$ cat config.mk
export PLATFORM = sky130hd
export DESIGN_NAME = lowpower_interrupt_vectoring
export DESIGN_NICKNAME = d
export VERILOG_FILES = /design/src/lpiv_pkg.sv /design/src/lowpower_interrupt_vectoring.sv
export VERILOG_INCLUDE_DIRS = /design/src /design/src/src
export SDC_FILE = /design/constraint.sdc
export NUM_CORES = 1
export LEC_CHECK = 0
export ABC_AREA = 1
export BUFFER_PORTS_ARGS = -buffer_cell sky130_fd_sc_hd__buf_2
export CAP_MARGIN = 20
export CORE_UTILIZATION = 45
export CTS_CLUSTER_SIZE = 10
export DETAILED_ROUTE_END_ITERATION = 7
export HOLD_SLACK_MARGIN = 0.15
export PLACE_DENSITY = 0.77
export REMOVE_ABC_BUFFERS = 1
export SLEW_MARGIN = 20
export SYNTH_ARGS = -nofsm -noshare
export SYNTH_HDL_FRONTEND = slang
export SYNTH_SLANG_ARGS = --single-unit
$ cat constraint.sdc
create_clock -name core_clk_i -period 1.6 [get_ports core_clk_i]
set_clock_uncertainty 0.05 [all_clocks]
set_input_delay 0.32 -clock core_clk_i [delete_from_list [all_inputs] [get_ports core_clk_i]]
set_output_delay 0.32 -clock core_clk_i [all_outputs]
set_load 0.01 [all_outputs]
$ cat src/lpiv_cfg.svh
`ifndef LPIV_CFG_SVH
`define LPIV_CFG_SVH
`define VEC_BASE      16'hFFE0
`define VEC_RESET     16'hFFFE
`define VEC_NMI       16'hFFFC
`define VEC_TMR0      16'hFFF2
`define VEC_TMR1      16'hFFF0
`define VEC_PORT2     16'hFFE6
`define VEC_PORT1     16'hFFE4
`define PRI_RESET     4'hF
`define PRI_NMI       4'hE
`define PRI_TMR0      4'h9
`define PRI_TMR1      4'h8
`define PRI_PORT2     4'h3
`define PRI_PORT1     4'h2
`define ADDR_CTRL     4'h0
`define ADDR_STATUS   4'h1
`define ADDR_CLEAR    4'h2
`define ADDR_ENABLE   4'h3
`define ADDR_STATE    4'h4
`define CTRL_GIE_BIT  0
`define CTRL_DCO_BIT  1
`define CTRL_LVL_LSB  4
`define CTRL_SLEEP_BIT 7
`define CTRL_RESET    8'h00
`define IRQ_RESET     8'h00
`endif

$ cat src/lpiv_pkg.sv
package lpiv_pkg;
	typedef enum logic [5:0] {
		MODE_RUN = 6'h01,
		MODE_L0  = 6'h02,
		MODE_L1  = 6'h04,
		MODE_L2  = 6'h08,
		MODE_L3  = 6'h10,
		MODE_L4  = 6'h20
	} power_mode_e;
	// clock and oscillator gating seen by the clock module
	typedef struct packed {
		logic main_cpu_clock_en;
		logic peripheral_clock_en;
		logic auxiliary_clock_en;
		logic dco_bias_en;
		logic crystal_en;
		logic cpu_halt;
	} clock_ctrl_s;
	typedef struct packed {
		logic        nmi_pin_flag;
		logic        osc_fault_flag;
		logic        flash_access_violation_flag;
		logic        nmi_pin_en;
		logic        osc_fault_en;
		logic        flash_access_en;
	} nmi_src_s;
	typedef struct packed {
		logic       ccr0_flag;
		logic [1:0] ccr12_flags;
		logic       timer_overflow_flag;
		logic [7:0] port_one_edge_flags;
		logic [7:0] port_two_edge_flags;
	} periph_req_s;
	typedef struct packed {
		logic        take;
		logic [15:0] vector_addr;
		logic [3:0]  priority_lvl;
	} grant_s;
endpackage : lpiv_pkg

$ cat src/lowpower_interrupt_vectoring.sv
// Strobed register access and the register addresses were decided locally.
`timescale 1ns/1ps
`default_nettype none
`include "lpiv_cfg.svh"
module lowpower_interrupt_vectoring #(
	parameter int ADDR_W = 16
) (
	input  wire logic                  core_clk_i,   // 100 MHz clock
	input  wire logic                  rst_i,        // sync reset, high
	input  wire logic                  por_i,        // power-up pulse
	input  wire logic                  ext_rst_i,    // external reset pin
	input  wire logic                  watchdog_flag_i,        // expiry
	input  wire logic                  flash_key_violation_flag_i, // key
	input  wire lpiv_pkg::nmi_src_s    nmi_i,        // prio 14 sources
	input  wire lpiv_pkg::periph_req_s periph_i,     // module-held flags
	input  wire logic                  cpu_ack_i,    // cpu took grant
	input  wire logic                  cpu_reti_i,   // handler return
	input  wire logic [15:0]           vec_data_i,   // word read at vec
	input  wire logic [3:0]            reg_addr_i,   // register address
	input  wire logic [7:0]            reg_wdata_i,  // write data
	input  wire logic                  reg_wr_i,     // write strobe
	input  wire logic                  reg_rd_i,     // read strobe
	output logic [7:0]                 reg_rdata_o,  // read data
	output logic                       sys_reset_o,  // reset request
	output lpiv_pkg::grant_s           grant_o,      // vector fetch req
	output logic [15:0]                pc_load_o,    // handler address
	output logic                       pc_load_en_o, // load pc pulse
	output lpiv_pkg::clock_ctrl_s      clk_ctrl_o,   // clock gating
	output logic                       irq_o         // status interrupt
);
	import lpiv_pkg::*;

	initial begin
		if (ADDR_W != 16)
			$error("only a 16-bit address space is served");
	end

	// =========================================================
	// reset sources
	// =========================================================
	wire reset_src = por_i | ext_rst_i | watchdog_flag_i
		| flash_key_violation_flag_i;

	// =========================================================
	// request collection and priority
	// =========================================================
	logic [7:0] ctrl;
	wire gie       = ctrl[`CTRL_GIE_BIT];
	wire dco_used  = ctrl[`CTRL_DCO_BIT];
	wire [2:0] lvl = ctrl[`CTRL_LVL_LSB+2:`CTRL_LVL_LSB];
	wire sleeping  = ctrl[`CTRL_SLEEP_BIT];

	// global enable does not mask these, own enables do
	wire req_nmi = (nmi_i.nmi_pin_flag & nmi_i.nmi_pin_en)
		| (nmi_i.osc_fault_flag & nmi_i.osc_fault_en)
		| (nmi_i.flash_access_violation_flag
		& nmi_i.flash_access_en);
	wire req_t0 = gie & periph_i.ccr0_flag;
	wire req_t1 = gie & (|periph_i.ccr12_flags
		| periph_i.timer_overflow_flag);
	wire req_p2 = gie & (|periph_i.port_two_edge_flags);
	wire req_p1 = gie & (|periph_i.port_one_edge_flags);
	// flags stay in their modules; only the or of each group is seen
	wire any_req = req_nmi | req_t0 | req_t1 | req_p2 | req_p1;

	// highest priority first; vectors all sit at or above VEC_BASE
	wire [15:0] sel_vec =
		req_nmi ? `VEC_NMI :
		req_t0  ? `VEC_TMR0 :
		req_t1  ? `VEC_TMR1 :
		req_p2  ? `VEC_PORT2 : `VEC_PORT1;
	wire [3:0] sel_pri =
		req_nmi ? `PRI_NMI :
		req_t0  ? `PRI_TMR0 :
		req_t1  ? `PRI_TMR1 :
		req_p2  ? `PRI_PORT2 : `PRI_PORT1;

	// =========================================================
	// fetch sequencer
	// =========================================================
	logic       pending;
	logic       in_handler;
	logic [15:0] pend_vec;
	logic [3:0]  pend_pri;
	logic        load_pc;
	logic [15:0] pc_val;
	logic        reset_vec;

	// a fetch is requested and held until the cpu acks; data arrive with the ack
	wire start_fetch = !pending & !in_handler & any_req;

	always_ff @(posedge core_clk_i) begin
		if (rst_i) begin
			// leaving reset the cpu must first fetch its start vector
			pending    <= 1'b1;
			reset_vec  <= 1'b1;
			pend_vec   <= `VEC_RESET;
			pend_pri   <= `PRI_RESET;
			in_handler <= 1'b0;
		end else if (reset_src) begin
			pending    <= 1'b1;
			reset_vec  <= 1'b1;
			pend_vec   <= `VEC_RESET;
			pend_pri   <= `PRI_RESET;
			in_handler <= 1'b0;
		end else if (pending & cpu_ack_i) begin
			pending    <= 1'b0;
			reset_vec  <= 1'b0;
			in_handler <= !reset_vec;
		end else if (start_fetch) begin
			pending  <= 1'b1;
			pend_vec <= sel_vec;
			pend_pri <= sel_pri;
		end else if (cpu_reti_i) begin
			in_handler <= 1'b0;
		end
	end

	always_ff @(posedge core_clk_i) begin
		if (rst_i) begin
			load_pc <= 1'b0;
			pc_val  <= 16'h0000;
		end else begin
			load_pc <= pending & cpu_ack_i & !reset_src;
			if (pending & cpu_ack_i)
				pc_val <= vec_data_i;
		end
	end

	assign grant_o.take         = pending;
	assign grant_o.vector_addr  = pend_vec;
	assign grant_o.priority_lvl = pend_pri;
	assign pc_load_o            = pc_val;
	assign pc_load_en_o         = load_pc;
	assign sys_reset_o          = reset_src;

	// =========================================================
	// operating mode
	// =========================================================
	// sleep bit is ignored while a fetch is pending or a handler runs and applies again on return
	power_mode_e mode;
	wire awake_now = in_handler | pending;
	wire eff_sleep = sleeping & !awake_now;

	always_comb begin
		if (!eff_sleep)
			mode = MODE_RUN;
		else begin
			case (lvl)
				3'h0:    mode = MODE_L0;
				3'h1:    mode = MODE_L1;
				3'h2:    mode = MODE_L2;
				3'h3:    mode = MODE_L3;
				default: mode = MODE_L4;
			endcase
		end
	end

	always_comb begin
		clk_ctrl_o = '{1'b1, 1'b1, 1'b1, 1'b1, 1'b1, 1'b0};
		case (mode)
			MODE_RUN: ;
			MODE_L0: begin
				clk_ctrl_o.main_cpu_clock_en = 1'b0;
				clk_ctrl_o.cpu_halt          = 1'b1;
			end
			MODE_L1: begin
				clk_ctrl_o.main_cpu_clock_en = 1'b0;
				clk_ctrl_o.cpu_halt          = 1'b1;
				clk_ctrl_o.dco_bias_en       = dco_used;
			end
			MODE_L2: begin
				clk_ctrl_o.main_cpu_clock_en   = 1'b0;
				clk_ctrl_o.peripheral_clock_en = 1'b0;
				clk_ctrl_o.cpu_halt            = 1'b1;
			end
			MODE_L3: begin
				clk_ctrl_o.main_cpu_clock_en   = 1'b0;
				clk_ctrl_o.peripheral_clock_en = 1'b0;
				clk_ctrl_o.dco_bias_en         = 1'b0;
				clk_ctrl_o.cpu_halt            = 1'b1;
			end
			default: begin
				clk_ctrl_o = '{1'b0, 1'b0, 1'b0, 1'b0, 1'b0,
					1'b1};
			end
		endcase
	end

	// =========================================================
	// registers and status interrupt
	// =========================================================
	logic [7:0] status;
	logic [7:0] irq_en;
	wire [7:0] events = {3'h0, reset_src, req_nmi, req_t0, req_t1,
		req_p2 | req_p1};
	wire wr_ctrl  = reg_wr_i & (reg_addr_i == `ADDR_CTRL);
	wire wr_clear = reg_wr_i & (reg_addr_i == `ADDR_CLEAR);
	wire wr_en    = reg_wr_i & (reg_addr_i == `ADDR_ENABLE);
	wire [7:0] rd_mux =
		(reg_addr_i == `ADDR_CTRL)   ? ctrl :
		(reg_addr_i == `ADDR_STATUS) ? status :
		(reg_addr_i == `ADDR_ENABLE) ? irq_en :
		(reg_addr_i == `ADDR_STATE)  ? {2'h0, mode} : 8'h00;

	always_ff @(posedge core_clk_i) begin
		if (rst_i) begin
			ctrl        <= `CTRL_RESET;
			status      <= `IRQ_RESET;
			irq_en      <= `IRQ_RESET;
			reg_rdata_o <= 8'h00;
		end else begin
			if (reset_src)
				ctrl <= `CTRL_RESET;
			else if (wr_ctrl)
				ctrl <= reg_wdata_i;
			// a set in the same cycle as its clear wins
			status <= (status & ~(wr_clear ? reg_wdata_i : 8'h00))
				| events;
			if (wr_en)
				irq_en <= reg_wdata_i;
			reg_rdata_o <= reg_rd_i ? rd_mux : 8'h00;
		end
	end
	assign irq_o = |(status & irq_en);

	// any request that outranks both port groups
	wire above_port = req_nmi | req_t0 | req_t1;
endmodule : lowpower_interrupt_vectoring
`default_nettype wire

==> flow_summary.yaml, run 1 <==
die:
  row_count: 27
  fp.dieW_um: 77.92
  core-area_um2: 5540
  die-area_um2: 6072
  die_h_um: 77.92
  num_io_pins: 118
  start_util_pct: 46.82
finish:
  nets: 535
  multiInputGateArea_um2: 1182
  n_fill_cell: 515
  final_core_util_pct: 60.23
  num_antenna_cells: 0
  syn2layout_area_growth_pct: 28.65
  drive_above_1_share_pct: 33.69
  regArea_um2: 1132
cts:
  cts_tree: "done"
  cts_buffer_depth: 2
  cts_sinks: 56
  cts_inserted_buffers: 5
  path_clk_slew_ns: 0.09
  cts_max_level: 2
  clkLatencyLatePin_ns: 0.30
  root_buffer: "clkbuf_8"
timing:
  period_share_pct: 103.6
  finalMaxSlewViolations: 0
  hold_viol_final: 0
  worst_slack_ns: -0.05760
  finalSetupViolCount: 2
  max_freq_mhz: 603.3
  period_needed_ns: 1.658
  rsz0062_at_grt: "yes"
  tns_ns: -0.06074
placed_design:
  portBuffers: 105
  place_congestion: 0.8692
  place_ws_ns: 0.1462
  post-dp-hpwl_um: 4705
drt:
  dr.pass1.iters: 4
  routed-via-count: 2645
  drt-vias-per-instance: 4.862
  drtAntennaViolNets: 0
  drt_first_iter_violations: 134
  wl_per_cell_um: 11.78
  drc: 0
  routed_wl_um: 6407
yosys:
  synthDistinctLibCells: 28
  netlist_area_um2: 2594
  ys_seq_area_share_pct: 43.22
  synth_area_leaders: "dfxtp_1 (43%), nand2_1 (9.1%), nor2_1 (8.2%), o21ai_0 (6.4%), a21oi_1 (5.6%)"
  yosys_warnings: 0
  synth_top_area_share_pct: 43.22
  syn_area_per_cell_um2: 7.165
  synthCells: 362
  ys_ff_latch: 56
  synth_area_leader_cell: "dfxtp_1"
power_and_ir_drop:
  power_density_nw_per_um2: 820.8
  peakVddDrop_mv: 0.4717
  power_mw: 2.739
  leakage_nw: 1.717
critical_path:
  cp_max_fo: 2
  cp-end-kind: "output port"
  r2r_cells: 5
  cp-start-kind: "flop"
  cp_data_arrival_time_ns: 1.29
  critPathKind: "flop to output port"
  r2r_end: "pend_vec[2]"
  worst-r2r-setup-slack_ns: 0.32
  path_cells: "a22o_1, a21oi_2, nand4_1, buf_2"
  max_stage_delay_ns: 0.33
  slowest_stage: "dfxtp_2"
  crit_required_ns: 1.23
  crit_family: "compound AO/OA/AOI/OAI gates"
  r2r-start: "ctrl[0]"
  path_buf_inv: 1
global_route:
  gr-usage-all-layers_pct: 22.29
  grt_pass1_wl_um: 10850
  grt_start_max_net_pins: 20
  overflow: 0
  grt_pass1_vias: 2475
  antenna_found_initial: 0
job:
  drv_cap: 0
outcome:
  status: "finished with violations"
  violations: "negative setup slack"
min_path:
  holdPathEnd: "pending"
  holdCritPathClass: "primary input to flop"
  hold_depth: 2
  min-delay-start: "cpu_ack_i"
## worst max path at each step
stage                  start             to  slack (ns)  cells past startpoint
2_1_floorplan      ext_rst_i        pending        0.13                      6
3_3_place_gp   reg_addr_i[2]      irq_en[2]        0.21                      7
3_5_place_dp   reg_addr_i[1]      status[2]        0.15                      6
4_1_cts              pending  clk_ctrl_o[2]       -0.02                      5
5_1_grt           in_handler  clk_ctrl_o[2]       -0.10                      6
6_report           status[6]          irq_o       -0.06                      4
## synthesized netlist by cell type (all sizes together)
cell and instances:
nand2 70, nor2 62, nand3 25, dfxtp 56, buf 23, o21ai 39
inv 41, a21oi 29, clkbuf 4, nand4 6, a22o 1, conb 2
nor3 1, o211ai 3
## logic make-up after synthesis
group                  Yosys count  share of synthesized area (%)
AO/OA/AOI/OAI                   72                          14.52
buffers and inverters           68                          13.75
flip-flops                      56                          43.22
other                            2                         0.2895
AND/OR/NAND/NOR                164                          28.22
## worst reg2reg max path, stage by stage, from the launching register on
cell and delay [ns]:
dfxtp_1 0.51, nand2_1 0.16, nand3_1 0.13, nand2_1 0.13, nand3_1 0.11, nand3_1 0.07
## layout by cell type, fill, tap and decap left out, types with 2 or more instances in the layout
master,synthesis,final
nand2_1,63,62
nand4_1,6,6
inv_4,1,2
o211ai_1,2,2
clkbuf_8,0,7
o21ai_1,6,7
o21ai_0,33,32
inv_6,1,2
dfxtp_1,56,49
buf_4,19,14
inv_1,37,34
nor2_4,3,4
a21oi_1,29,28
inv_2,2,3
buf_2,2,104
nand3_1,25,23
dfxtp_2,0,6
nand3_2,0,2
conb_1,2,12
nand2_2,5,5
nor2_1,57,56
nand2_4,2,3
## through the flow
step | hold WS, ns | cells | cell area (um2)
CTS | 0.1542 | 540 | 3274
finish | 0.1702 | 544 | 3337
global route | 0.1847 | 544 | 3337
detailed placement | 0.4163 | 529 | 3104
floorplan | 0.3391 | 345 | 2436
global placement | 0.4029 | 529 | 3104
## where the power goes
part,switching (mW),internal (mW)
Combinational,0.174,0.126
Clock,0.438,0.553
Sequential,0.0193,1.43
Total,0.632,2.11
## final cells by class
type                    count  share of cell area, %
clock buffers               7                  2.887
clock inverters             1                 0.8999
flip-flops and latches     56                  33.93
multi-input cells         248                  35.43
inverters                  41                  5.062
repair buffers            119                  19.09
well taps                  72                  2.700
## repair_timing
action | CTS | global route
hold endpoints to repair | 0 | 0
setup buffers | 3 | 4
setup endpoints to repair | 6 | 5
gates cloned | 0 | 0
resized for setup | 10 | 13
pin swaps | 2 | 3
hold buffers | 0 | 0
## metal layers
metal	share of wire (%)	routed length [um]	global-route usage, %
met5	0	0	0
met4	0.89	57	6.111
met3	7.1	453	5.765
met2	49	3139	38.85
met1	43	2756	27.01
## sequential cells by signal (all words and copies together), names as in the netlist
| name | flops |
|---|---|
| irq_en | 8 |
| in_handler | 1 |
| pc_load_o | 16 |
| ctrl | 8 |
| pend_vec | 4 |
| reset_vec | 1 |
| reg_rdata_o | 8 |
| status | 8 |
| pending | 1 |
| pc_load_en_o | 1 |
Power figures use the tool's default switching activity.
==> run 2: changes to the inputs <==
==> constraint.sdc (replaced) <==
create_clock -name core_clk_i -period 1.6 [get_ports core_clk_i]
set_clock_uncertainty 0.05 [all_clocks]
set_input_delay 0.16 -clock core_clk_i [delete_from_list [all_inputs] [get_ports core_clk_i]]
set_output_delay 0.16 -clock core_clk_i [all_outputs]
set_load 0.01 [all_outputs]
==> flow_summary.yaml, run 2 (synthesis results as in run 1) <==
cts:
  path_clk_slew_ns: 0.10
  clkLatencyLatePin_ns: 0.31
  cts_buffer_depth: 2
  cts_tree: "done"
  cts_sinks: 56
  cts_inserted_buffers: 5
  root_buffer: "clkbuf_8"
  cts_max_level: 2
critical_path:
  worst-r2r-setup-slack_ns: 0.36
  critPathKind: "flop to output port"
  path_cells: "a22o_1, a21oi_1, nand4_1, buf_2"
  path_depth: 4
  r2r_end: "pend_vec[1]"
  max_stage_delay_ns: 0.34
  r2r_cells: 5
  crit_required_ns: 1.39
  crit_end: "irq_o"
  r2r-start: "ctrl[0]"
  path_buf_inv: 1
  cp_max_fo: 3
  cp-startpoint: "status[6]"
  cp-end-kind: "output port"
  crit_family: "compound AO/OA/AOI/OAI gates"
  cp_data_arrival_time_ns: 1.32
  slowest_stage: "dfxtp_1"
  cp-start-kind: "flop"
finish:
  num_antenna_cells: 0
  final_common_cell: "buf_2"
  nets: 555
  largest_register_ffs: 16
  drive_above_1_share_pct: 28.46
  syn2layout_area_growth_pct: 35.84
  final_cell_mix: "buf_2 (105), nand2_1 (63), nor2_1 (56), dfxtp_1 (55), inv_1 (35)"
  n_fill_cell: 501
drt:
  drt_first_iter_violations: 171
  drtAntennaViolNets: 0
  wl_per_cell_um: 11.50
  drt-vias-per-instance: 4.789
  routed_wl_um: 6487
  dr.pass1.iters: 4
  drc: 0
  routed-via-count: 2701
outcome:
  status: "finished, final reports clean"
placed_design:
  place_congestion: 0.8616
  portBuffers: 105
  post-dp-hpwl_um: 4638
global_route:
  grt_pass1_wl_um: 10940
  antenna_found_initial: 0
  grt_pass1_vias: 2582
  gr-usage-all-layers_pct: 22.50
  overflow: 0
  grt_start_max_net_pins: 20
timing:
  rsz0062_at_grt: "no"
  period_share_pct: 95.47
  tns_ns: 0
  finalMaxSlewViolations: 0
  max_freq_mhz: 654.6
  period_needed_ns: 1.528
  hold_viol_final: 0
  finalSetupViolCount: 0
die:
  row_count: 27
  start_util_pct: 46.82
  core-area_um2: 5540
  die-area_um2: 6072
  num_io_pins: 118
  die_h_um: 77.92
  fp.dieW_um: 77.92
power_and_ir_drop:
  power_density_nw_per_um2: 823.1
  leakage_nw: 1.772
  power_mw: 2.900
  peakVddDrop_mv: 0.5828
min_path:
  holdCritPathClass: "primary input to flop"
job:
  drv_cap: 0
==> run 2: layer usage <==
metal  track usage (%)  vias to the layer above  share of wire (%)
li1                  -                     1388                  -
met4             6.296                        0                1.2
met1             26.13                     1187                 43
met5                 0                        -                  0
met2             41.24                      117                 49
met3             4.941                        9                6.7
==> run 2: layout make-up <==
class / instances / area [um2] / area share (%)
clock buffer: 5 / 68.82 / 1.953
clock inverter: 3 / 68.82 / 1.953
multi-input combinational: 248 / 1161 / 32.95
timing repair buffer: 139 / 850.8 / 24.15
tap: 72 / 90.09 / 2.557
inverter: 41 / 161.4 / 4.581
sequential: 56 / 1122 / 31.85
==> run 2: report_power, final <==
group          total, mW  switching (mW)  internal, mW
clock               1.10           0.469         0.630
sequential          1.45          0.0197          1.43
combinational      0.351           0.183         0.168
total               2.90           0.672          2.23
==> run 2: per-stage QoR <==
step	hold WS, ns	std cells	utilization, %	cell area [um2]	setup slack (ns)
final	0.1970	564	63.60	3523	0.07246
after global routing	0.2340	564	63.60	3523	0.008810
after CTS	0.1871	564	63.44	3515	0.06437
after detailed placement	0.3314	527	55.76	3089	0.2673
after global placement	0.3277	527	55.76	3089	0.3074
after floorplan	0.1791	345	-	2436	0.2874
==> run 2: worst reg2reg max path: cells and delay by family, from the launching register on <==
kind,cells,cell delay (ns)
DFF,1,0.50
and+or+nand+nor,5,0.58
==> run 2: repair_timing <==
item,in CTS,in global routing
resized for setup,1,4
hold endpoints to repair,40,0
buffers inserted,1,0
pin swaps,1,0
endpoints found under the setup margin,2,1
hold buffers,28,0
==> run 2: how the worst min path moves through the flow <==
stage | startpoint | to | slack (ns) | cells after the start
finish | nmi_i[0] | pend_vec[3] | 0.20 | 5
global route | periph_i[16] | status[1] | 0.23 | 5
CTS | nmi_i[0] | pend_vec[3] | 0.19 | 5
detailed placement | cpu_ack_i | pending | 0.33 | 2
global placement | cpu_ack_i | pending | 0.33 | 2
floorplan | rst_i | irq_en[0] | 0.18 | 1
==> run 3: changes to the inputs <==
- PLACE_DENSITY: 0.77 -> 0.8
==> flow_summary.yaml, run 3 (synthesis results as in run 1) <==
global_route:
  overflow: 0
  grt_pass1_wl_um: 11380
  grt_start_max_net_pins: 20
  grt_use_met2_pct: 42.83
  grtUsageMet1_pct: 27.33
  antenna_found_initial: 0
  busiest_layer: "met2"
  gr-usage-all-layers_pct: 23.81
  grt_util_met3_pct: 5.059
  grt_pass1_vias: 2626
critical_path:
  cp-end-kind: "output port"
  critPathKind: "flop to output port"
  cp_data_arrival_time_ns: 1.30
  crit_required_ns: 1.39
  cp-startpoint: "pending"
  cp_max_fo: 5
  r2r-start: "ctrl[0]"
  cp-start-kind: "flop"
timing:
  max_freq_mhz: 660.7
  period_share_pct: 94.59
  finalSetupViolCount: 0
  tns_ns: 0
  period_needed_ns: 1.514
  hold_viol_final: 0
  finalMaxSlewViolations: 0
  worst_slack_ns: 0.08649
finish:
  syn2layout_area_growth_pct: 33.96
  final_core_util_pct: 62.71
  final_common_cell: "buf_2"
  num_antenna_cells: 0
  drive_above_1_share_pct: 28.25
  fin_area_um2: 3475
  final_cell_mix: "buf_2 (105), nand2_1 (63), nor2_1 (56), dfxtp_1 (55), inv_1 (36)"
  n_fill_cell: 494
  largest_register_ffs: 16
  nets: 555
power_and_ir_drop:
  power_density_nw_per_um2: 752.7
  p_comb_share_pct: 13.5
  p_clk_share_pct: 31.1
  peakVddDrop_mv: 0.5035
  intPower_mw: 1.919
  power_frac_seq_pct: 55.4
  switchingPower_mw: 0.6965
  netSwitchingFraction_pct: 26.63
  leakage_nw: 1.748
job:
  drv_cap: 0
placed_design:
  post-dp-hpwl_um: 4787
  place_congestion: 0.8746
  place_ws_ns: 0.2702
  placed_area_um2: 3089
  portBuffers: 105
min_path:
  holdCritPathClass: "primary input to flop"
  min-delay-start: "nmi_i[0]"
cts:
  cts_inserted_buffers: 5
  cts_tree: "done"
  root_buffer: "clkbuf_8"
  cts_sinks: 56
  clkLatencyLatePin_ns: 0.32
  path_clk_slew_ns: 0.10
  cts_buffer_depth: 2
  cts_max_level: 2
die:
  start_util_pct: 46.82
  die-area_um2: 6072
  fp.dieW_um: 77.92
  row_count: 27
  num_io_pins: 118
  die_h_um: 77.92
  core-area_um2: 5540
drt:
  drc: 0
  routed_wl_um: 6772
  drt-vias-per-instance: 4.819
  dr.pass1.iters: 4
  drt_first_iter_violations: 184
  wl_per_cell_um: 12.01
  drtAntennaViolNets: 0
  routed-via-count: 2718
outcome:
  status: "finished, final reports clean"
## run 3: cell types whose count changed in the layout (fill, tap and decap cells not counted)
cell,delta
clkinvlp_4,+1
inv_6,+1
inv_1,+1
bufinv_16,-2
inv_2,-1
nor2_4,-1
nor2_2,+1
## run 3: worst max-delay path, stage by stage, from the launching register on
cell and delay, ns:
dfxtp_2 0.36, nor2_4 0.13, nand2_2 0.11, nor2_2 0.14, nand2_1 0.06, nand3_1 0.06
buf_2 0.13
## run 3: routing by layer
layer	routed length (um)	up-vias
li1	-	1386
met1	2879	1202
met2	3331	120
met3	487	10
met4	73	0
met5	0	-
## run 3: timing repair
| item | in CTS | in global routing |
|---|---|---|
| hold buffers | 28 | 0 |
| pin swaps | 1 | 0 |
| resized for setup | 1 | 2 |
| setup endpoints to repair | 3 | 1 |
| buffers inserted | 1 | 0 |
| endpoints found under the hold margin | 41 | 0 |
## run 3: per-stage QoR
| stage | std cells | total power, mW | hold slack, ns |
|---|---|---|---|
| floorplan | 345 | 1.616 | 0.1791 |
| global placement | 527 | 1.769 | 0.3338 |
| global route | 564 | 2.748 | 0.2304 |
| finish | 564 | 2.615 | 0.1828 |
| CTS | 564 | 2.634 | 0.1814 |
| detailed placement | 527 | 1.776 | 0.3309 |
## run 3: area by class of cell
cell class                 count  area [um2]  share of cell area, %
clock buffer                   5       68.82                  1.981
clock inverter                 3       25.02                 0.7202
inverter                      41       161.4                  4.645
multi-input combinational    248        1156                  33.27
sequential                    56        1122                  32.30
tap                           72       90.09                  2.593
timing repair buffer         139       850.8                  24.49
## run 3: final timing paths
path | slack, ns | depth (start not counted) | end
max reg2reg | 0.34 | 5 | pend_vec[1]
min | 0.18 | 5 | pend_vec[3]
min reg2reg | 0.43 | 2 | status[7]
max | 0.09 | 6 | clk_ctrl_o[2]
## run 3: power groups by stage
stage	sequential [mW]	clock, mW	combinational (mW)
after CTS	1.45	0.836	0.348
after global routing	1.46	0.896	0.396
after detailed placement	1.48	0	0.295
after global placement	1.48	0	0.289
final	1.45	0.813	0.352
after floorplan	1.50	0	0.121
